**config.mk**
```make
export PLATFORM = sky130hd
export DESIGN_NAME = dpt_fault
export DESIGN_NICKNAME = d
export VERILOG_FILES = /design/src/dpt_fault.v
export VERILOG_INCLUDE_DIRS = /design/src
export SDC_FILE = /design/constraint.sdc
export NUM_CORES = 1
export LEC_CHECK = 0
export BUFFER_PORTS_ARGS = -buffer_cell sky130_fd_sc_hd__clkbuf_2
export CAP_MARGIN = 20
export CORE_UTILIZATION = 45
export DETAILED_ROUTE_END_ITERATION = 16
export PLACE_DENSITY_LB_ADDON = 0.12
export SLEW_MARGIN = 20
export SYNTH_ARGS = -nofsm -noshare
export SYNTH_HDL_FRONTEND = slang
export SYNTH_SLANG_ARGS = --single-unit
```
**constraint.sdc**
```tcl
create_clock -name i_ref_clk -period 6.7 [get_ports i_ref_clk]
set_clock_uncertainty 0.1 [all_clocks]
set_input_delay 0.335 -clock i_ref_clk [delete_from_list [all_inputs] [get_ports i_ref_clk]]
set_output_delay 0.335 -clock i_ref_clk [all_outputs]
set_load 0.01 [all_outputs]
```
**src/dpt_fault_map.vh**
```
// Purpose: Constants for the dead-time PWM fault input block
// Assumes: One clock domain, 16-bit phase counter
// Notes:   Mode codes follow the fault mode select encoding
`ifndef DPT_FAULT_MAP_VH
`define DPT_FAULT_MAP_VH

`define DPT_MODE_NONE    4'h0
`define DPT_MODE_1       4'h1
`define DPT_MODE_2       4'h2
`define DPT_MODE_3       4'h3
`define DPT_MODE_4       4'h4
`define DPT_MODE_5       4'h5
`define DPT_MODE_6       4'h6
`define DPT_MODE_7       4'h7
`define DPT_MODE_8       4'h8
`define DPT_MODE_9       4'h9
`define DPT_MODE_10      4'hA

`define DPT_CNT_RST      16'h0000
`define DPT_LEN_RST      16'h0001

`endif

```
**src/dpt_fault.v**
```verilog
// Purpose: Phase sequencer of a two-output dead-time PWM timer with fault input modes
// Assumes: Fault inputs and restart strobe are synchronous to i_ref_clk
// Notes:   Each phase lasts its length input plus one cycle; outputs registered
`timescale 1ns/1ps
`include "dpt_fault_map.vh"

module dpt_fault
(
   // Clock and reset
   input  wire        i_ref_clk,
   input  wire        i_rst_n,
   // Configuration
   input  wire [3:0]  i_fault_mode_select_a,
   input  wire [3:0]  i_fault_mode_select_b,
   input  wire [15:0] i_deadtime_len_a,
   input  wire [15:0] i_ontime_len_a,
   input  wire [15:0] i_deadtime_len_b,
   input  wire [15:0] i_ontime_len_b,
   input  wire        i_restart_cmd,
   // Fault events
   input  wire        i_fault_a,
   input  wire        i_fault_b,
   // Waveform and state
   output reg         o_wave_out_a,
   output reg         o_wave_out_b,
   output reg  [3:0]  o_phase,
   output reg         o_counter_held
);

   localparam [3:0] ST_DTA = 4'b0001;
   localparam [3:0] ST_OTA = 4'b0010;
   localparam [3:0] ST_DTB = 4'b0100;
   localparam [3:0] ST_OTB = 4'b1000;

   reg  [3:0]  phase;
   reg  [15:0] cnt;
   reg         fault_a_q;
   reg         fault_b_q;
   reg         hold_wait;
   reg         stop7;
   reg         blank_a;
   reg         blank_b;
   reg         lock_a;
   reg         lock_b;
   reg  [3:0]  next_phase;
   reg  [15:0] next_cnt;
   reg         next_hold_wait;
   reg         next_stop7;
   reg         next_blank_a;
   reg         next_blank_b;
   reg         next_lock_a;
   reg         next_lock_b;
   reg         phase_end;
   reg  [15:0] cur_len;

   wire rise_a = i_fault_a & ~fault_a_q;
   wire rise_b = i_fault_b & ~fault_b_q;
   wire in_a   = phase[0] | phase[1];
   wire in_b   = phase[2] | phase[3];

   // Mode decode used for both inputs
   function is_mode;
      input [3:0] sel;
      input [3:0] code;
      begin
         is_mode = (sel == code);
      end
   endfunction

   // Any input in a mode shared by both outputs
   function any_mode;
      input [3:0] code;
      input       fa;
      input       fb;
      begin
         any_mode = (is_mode(i_fault_mode_select_a, code) & fa) |
                    (is_mode(i_fault_mode_select_b, code) & fb);
      end
   endfunction

   // Next phase in the normal ring
   function [3:0] ring_next;
      input [3:0] p;
      begin
         case (p)
            ST_DTA:  ring_next = ST_OTA;
            ST_OTA:  ring_next = ST_DTB;
            ST_DTB:  ring_next = ST_OTB;
            ST_OTB:  ring_next = ST_DTA;
            default: ring_next = ST_DTA;
         endcase
      end
   endfunction

   always @*
   begin
      case (phase)
         ST_DTA:  cur_len = i_deadtime_len_a;
         ST_OTA:  cur_len = i_ontime_len_a;
         ST_DTB:  cur_len = i_deadtime_len_b;
         ST_OTB:  cur_len = i_ontime_len_b;
         default: cur_len = `DPT_LEN_RST;
      endcase
      phase_end = (cnt >= cur_len);
   end

   // Sequencer; modes act in priority order when both inputs disagree
   always @*
   begin
      next_phase     = phase;
      next_cnt       = cnt + 16'h0001;
      next_hold_wait = hold_wait;
      next_stop7     = stop7;
      next_lock_a    = lock_a;
      next_lock_b    = lock_b;
      next_blank_a   = blank_a;
      next_blank_b   = blank_b;
      if (phase_end)
      begin
         next_phase   = ring_next(phase);
         next_cnt     = `DPT_CNT_RST;
         next_blank_a = 1'b0;
         next_blank_b = 1'b0;
      end
      // Locks for modes 2 and 3 remember which side is faulted
      if (lock_a & phase_end & phase == ST_OTB)
      begin
         if (i_fault_a & is_mode(i_fault_mode_select_a, `DPT_MODE_3))
            next_phase = ST_DTB;
         else if (i_fault_a)
         begin
            next_phase     = ST_DTA;
            next_hold_wait = 1'b1;
         end
         else
            next_lock_a = 1'b0;
      end
      if (lock_b & phase_end & phase == ST_OTA)
      begin
         if (i_fault_b & is_mode(i_fault_mode_select_b, `DPT_MODE_3))
            next_phase = ST_DTA;
         else if (i_fault_b)
         begin
            next_phase     = ST_DTB;
            next_hold_wait = 1'b1;
         end
         else
            next_lock_b = 1'b0;
      end
      if (in_a & rise_a & (is_mode(i_fault_mode_select_a, `DPT_MODE_2) |
                           is_mode(i_fault_mode_select_a, `DPT_MODE_3)))
      begin
         next_phase  = ST_DTB;
         next_cnt    = `DPT_CNT_RST;
         next_lock_a = 1'b1;
      end
      if (in_b & rise_b & (is_mode(i_fault_mode_select_b, `DPT_MODE_2) |
                           is_mode(i_fault_mode_select_b, `DPT_MODE_3)))
      begin
         next_phase  = ST_DTA;
         next_cnt    = `DPT_CNT_RST;
         next_lock_b = 1'b1;
      end
      // Mode 1: jump and hold at opposite dead-time
      if (is_mode(i_fault_mode_select_a, `DPT_MODE_1) & i_fault_a & (in_a | hold_wait))
      begin
         next_phase     = ST_DTB;
         next_cnt       = `DPT_CNT_RST;
         next_hold_wait = 1'b1;
      end
      if (is_mode(i_fault_mode_select_b, `DPT_MODE_1) & i_fault_b & (in_b | hold_wait))
      begin
         next_phase     = ST_DTA;
         next_cnt       = `DPT_CNT_RST;
         next_hold_wait = 1'b1;
      end
      // Modes 5 and 6: on-time jumps to opposite dead-time
      if (any_mode(`DPT_MODE_5, i_fault_a, i_fault_b) |
          any_mode(`DPT_MODE_6, i_fault_a, i_fault_b))
      begin
         if (phase == ST_OTA | (phase == ST_DTB & phase_end))
         begin
            next_phase = (phase == ST_OTA) ? ST_DTB : ST_DTA;
            next_cnt   = `DPT_CNT_RST;
         end
         else if (phase == ST_OTB | (phase == ST_DTA & phase_end))
         begin
            next_phase = (phase == ST_OTB) ? ST_DTA : ST_DTB;
            next_cnt   = `DPT_CNT_RST;
         end
         if (any_mode(`DPT_MODE_6, i_fault_a, i_fault_b) & (phase_end | phase[1] | phase[3]))
            next_hold_wait = 1'b1;
      end
      // Mode 8: rising edge in own on-time jumps over
      if (is_mode(i_fault_mode_select_a, `DPT_MODE_8) & rise_a & phase == ST_OTA)
      begin
         next_phase = ST_DTB;
         next_cnt   = `DPT_CNT_RST;
      end
      if (is_mode(i_fault_mode_select_b, `DPT_MODE_8) & rise_b & phase == ST_OTB)
      begin
         next_phase = ST_DTA;
         next_cnt   = `DPT_CNT_RST;
      end
      // Modes 9 and 10 blank the rest of the on-time
      if (phase == ST_OTA & ((is_mode(i_fault_mode_select_a, `DPT_MODE_9) & rise_a) |
                             (is_mode(i_fault_mode_select_a, `DPT_MODE_10) & i_fault_a)))
         next_blank_a = ~phase_end;
      if (phase == ST_OTB & ((is_mode(i_fault_mode_select_b, `DPT_MODE_9) & rise_b) |
                             (is_mode(i_fault_mode_select_b, `DPT_MODE_10) & i_fault_b)))
         next_blank_b = ~phase_end;
      // Held counter: stays put until every waiting input has dropped
      if (hold_wait)
      begin
         next_phase = phase;
         next_cnt   = cnt;
         if (!((i_fault_a & (is_mode(i_fault_mode_select_a, `DPT_MODE_1) |
                             is_mode(i_fault_mode_select_a, `DPT_MODE_2) |
                             is_mode(i_fault_mode_select_a, `DPT_MODE_6))) |
               (i_fault_b & (is_mode(i_fault_mode_select_b, `DPT_MODE_1) |
                             is_mode(i_fault_mode_select_b, `DPT_MODE_2) |
                             is_mode(i_fault_mode_select_b, `DPT_MODE_6)))))
         begin
            next_hold_wait = 1'b0;
            next_lock_a    = 1'b0;
            next_lock_b    = 1'b0;
            if (phase[1] | phase[3])
               next_phase = ring_next(phase);
         end
      end
      // Mode 7 stop wins over everything; restart resumes at dead-time A
      if (stop7)
      begin
         next_phase = phase;
         next_cnt   = cnt;
         if (i_restart_cmd)
         begin
            next_stop7     = 1'b0;
            next_phase     = ST_DTA;
            next_cnt       = `DPT_CNT_RST;
            next_hold_wait = 1'b0;
            next_lock_a    = 1'b0;
            next_lock_b    = 1'b0;
         end
      end
      if (any_mode(`DPT_MODE_7, i_fault_a, i_fault_b))
      begin
         next_stop7 = 1'b1;
         if (!stop7)
         begin
            next_phase = phase;
            next_cnt   = cnt;
         end
      end
      // Mode 0 and codes above ten never reach any branch above
   end

   always @(posedge i_ref_clk or negedge i_rst_n)
   begin
      if (!i_rst_n)
      begin
         phase          <= ST_DTA;
         cnt            <= `DPT_CNT_RST;
         fault_a_q      <= 1'b0;
         fault_b_q      <= 1'b0;
         hold_wait      <= 1'b0;
         stop7          <= 1'b0;
         lock_a         <= 1'b0;
         lock_b         <= 1'b0;
         blank_a        <= 1'b0;
         blank_b        <= 1'b0;
         o_wave_out_a   <= 1'b0;
         o_wave_out_b   <= 1'b0;
         o_phase        <= ST_DTA;
         o_counter_held <= 1'b0;
      end
      else
      begin
         phase          <= next_phase;
         cnt            <= next_cnt;
         fault_a_q      <= i_fault_a;
         fault_b_q      <= i_fault_b;
         hold_wait      <= next_hold_wait;
         stop7          <= next_stop7;
         lock_a         <= next_lock_a;
         lock_b         <= next_lock_b;
         blank_a        <= next_blank_a;
         blank_b        <= next_blank_b;
         o_phase        <= next_phase;
         o_counter_held <= next_hold_wait | next_stop7;
         // Outputs follow next phase, so they drop with the jump, not a cycle later
         o_wave_out_a   <= (next_phase == ST_OTA) & ~next_blank_a & ~next_hold_wait &
                           ~next_stop7 &
                           ~any_mode(`DPT_MODE_4, i_fault_a, i_fault_b) &
                           ~any_mode(`DPT_MODE_5, i_fault_a, i_fault_b) &
                           ~any_mode(`DPT_MODE_6, i_fault_a, i_fault_b) &
                           ~(is_mode(i_fault_mode_select_a, `DPT_MODE_10) &
                             i_fault_a);
         o_wave_out_b   <= (next_phase == ST_OTB) & ~next_blank_b & ~next_hold_wait &
                           ~next_stop7 &
                           ~any_mode(`DPT_MODE_4, i_fault_a, i_fault_b) &
                           ~any_mode(`DPT_MODE_5, i_fault_a, i_fault_b) &
                           ~any_mode(`DPT_MODE_6, i_fault_a, i_fault_b) &
                           ~(is_mode(i_fault_mode_select_b, `DPT_MODE_10) & i_fault_b);
      end
   end

endmodule

```
==> qor.txt <==
post-synth cell types - 63
Clock Path Buffers - 2
clk_lat worst skew - 0.29 ns
Critical Path Source - phase[0]
vias in the first global route - 2683
Slew Limit Fails - 0
Leakage - 0.00154 uW
Post-DP HPWL - 6.52 mm
CTS tree - done
Die Area - 6500 um2
chip height - 80.6 um
DP Cell Count - 482
R2R depth - 13
Peak Freq - 210 MHz
Tightest Pin Transition - 0.856 ns
DRC viols - 0
clock transition at the registers of the reported paths - 0.07 ns
Power Density - 275 nW/um2
initial core utilization - 0.467
Area Overhead vs Synth - 20.4%
Setup TNS - 0 ns
Data arrival, critical path - 4.86 ns
Setup Viol. Count Final - 0
Post-synth ARST share - 1.00
IO Pins - 84
# H-tree levels - 2
DRT iter0 DRCs - 199
Final Core Density - 0.562
drt pass-1 iters - 5
WL/cell - 17.1 um
postcts setup bufs - 0
Mapped Area - 2780 um2
number of synthesized flops with an enable pin - 0
routed wire length - 8.39 mm
filler cell count - 591
Fin. Hold Viols - 0
Most used DFF post-synth - dfrtp_1
root buffer cell - clkbuf_8
Die Width - 80.6 um
Mapped Cells - 334
crit path capture type - flop
initial antenna violation count - 0
register area share after synthesis - 0.279
core area - 5960 um2
Final Cycle Share - 0.712
first-pass GRT wire length - 13.3 mm
total track usage - 0.269
RSZ-0062 raised after global routing - no
vias post-DR - 2993
Antenna diodes - 0
Setup Crit Path Kind - reg2reg
nets@finish - 508
Rel. slew slack - 0.429
R2R Path End - cnt[15]
# hold bufs at CTS - 0
crit start category - flop
Finished Layout Cells - 490
outcome - completed
#FFs+latches synth - 31
TritonCTS Buffers - 5
Syn Nets - 428
CP endpoint - cnt[15]
reg-to-reg setup timing slack - 1.93 ns
FF-to-FF Start - phase[0]
Synth Area per Inst - 8.33 um2
critical path data required time - 6.79 ns
HP Class - in2async
Yosys Warn Count - 0
share of layout cells above drive strength 1 - 0.282
Vias/cell - 6.11
PostCTS Resize Cnt - 0
CTS sink count - 31
# port buffers - 83
row count - 28
grt ovf - 0
VDD IR max - 0.150 mV
crit path max fanout - 29
Max Cap Viol - 0
fin crit period - 4.77 ns
Post-DRT Antenna Nets - 0
gpl congestion - 0.954
largest net degree at the start of global routing - 32
==> cell usage after synthesis, drive strengths merged (4+ instances only) <==
cell type / count / area (um2)
o21ai: 42 / 214
dfrtp: 30 / 751
nor2: 28 / 113
nand2: 21 / 81.3
nand2b: 21 / 134
a21oi: 17 / 85.1
ha: 17 / 213
a21boi: 15 / 113
a222oi: 15 / 150
nor3: 12 / 80.1
nand3: 11 / 55.1
inv: 9 / 33.8
and3: 8 / 50.1
clkbuf: 7 / 26.3
buf: 6 / 42.5
nor2b: 6 / 37.5
a31oi: 5 / 37.5
o22ai: 5 / 31.3
o31ai: 5 / 42.5
nand3b: 4 / 30.0
nand4: 4 / 31.3
nor3b: 4 / 30.0
==> registers in the layout, summed over array words and instances, names as in the netlist <==
signal	cells
blank_a	1
blank_b	1
cnt	16
fault_a_q	1
fault_b_q	1
hold_wait	1
lock_a	1
lock_b	1
o_counter_held	1
o_wave_out_a	1
o_wave_out_b	1
phase	4
stop7	1
==> where the power goes <==
group / switching [uW] / total [uW] / internal, uW
Clock: 81.8 / 154 / 72.3
Combinational: 295 / 501 / 206
Sequential: 49.9 / 267 / 217
Total: 427 / 922 / 496
==> worst min path at each step <==
stage                     startpoint             end  slack, ns  cells past startpoint
after floorplan              i_rst_n         blank_a      -0.06                      0
after global placement       i_rst_n  o_counter_held       0.38                      1
after detailed placement     blank_b         blank_b       0.37                      2
after CTS                    i_rst_n         blank_b       0.07                      1
after global routing         i_rst_n       hold_wait        0.1                      1
final                        i_rst_n       hold_wait       0.04                      1
==> through the flow <==
stage	total power (uW)	setup WS [ns]	hold WS [ns]	cell area, um2
floorplan	626	2.53	-0.0606	2780
global placement	754	1.81	0.378	3250
detailed placement	763	1.63	0.368	3250
CTS	919	1.61	0.0719	3340
global route	1000	1.65	0.0957	3350
finish	922	1.93	0.0430	3350
==> area by class of cell <==
| class | instances | area, um2 | area share |
|---|---|---|---|
| Clock inverter | 3 | 20.0 | 0.00598 |
| Multi-Input combinational cell | 281 | 1920 | 0.573 |
| Clock buffer | 5 | 68.8 | 0.0205 |
| Tap cell | 75 | 93.8 | 0.0280 |
| Sequential cell | 31 | 777 | 0.232 |
| Timing Repair Buffer | 86 | 438 | 0.131 |
| Inverter | 9 | 33.8 | 0.0101 |
==> cells in the final DEF (no fill, tap or decap), drive strengths merged, types with 4 or more instances in the layout <==
cell type / count
clkbuf: 88
a21boi: 15
a21oi: 17
nand4: 4
dfrtp: 30
nor3b: 4
nand2b: 21
nand2: 21
o31ai: 5
nor2: 28
ha: 17
and3: 8
nor3: 12
o21ai: 42
inv: 9
a31oi: 5
nand3b: 4
a222oi: 15
o22ai: 5
nand3: 11
nor2b: 6
==> routing by layer <==
layer  share of wire  GRT usage  vias up
li1                -          -     1456
met1            0.42      0.327     1428
met2            0.52      0.486       95
met3           0.045     0.0455       14
met4           0.019     0.0714        0
met5               0          0        -
==> critical path, cell delays in order, from the launching register on <==
cell and delay [ns]:
dfstp_2 0.71, inv_1 0.17, nor3_4 0.65, a222oi_1 0.14, a21boi_0 0.18, ha_1 0.31, nor2b_1 0.14, o211a_1 0.21
o31ai_2 0.24, o211ai_2 0.34, or4_1 1.01, a31oi_1 0.28, o21ai_0 0.10, o31ai_1 0.09
==> kinds of logic (layout without fill, tap and decap cells) <==
family,Yosys count,in the layout,share of synthesized area
AO/OA/AOI/OAI,129,129,0.330
XOR/XNOR,2,2,0.00630
adder cells (fa/ha/maj),17,17,0.0765
buffers and inverters,22,103,0.0369
flip-flops,31,31,0.279
AND/OR/NAND/NOR,133,133,0.271
Power figures use the tool's default switching activity.
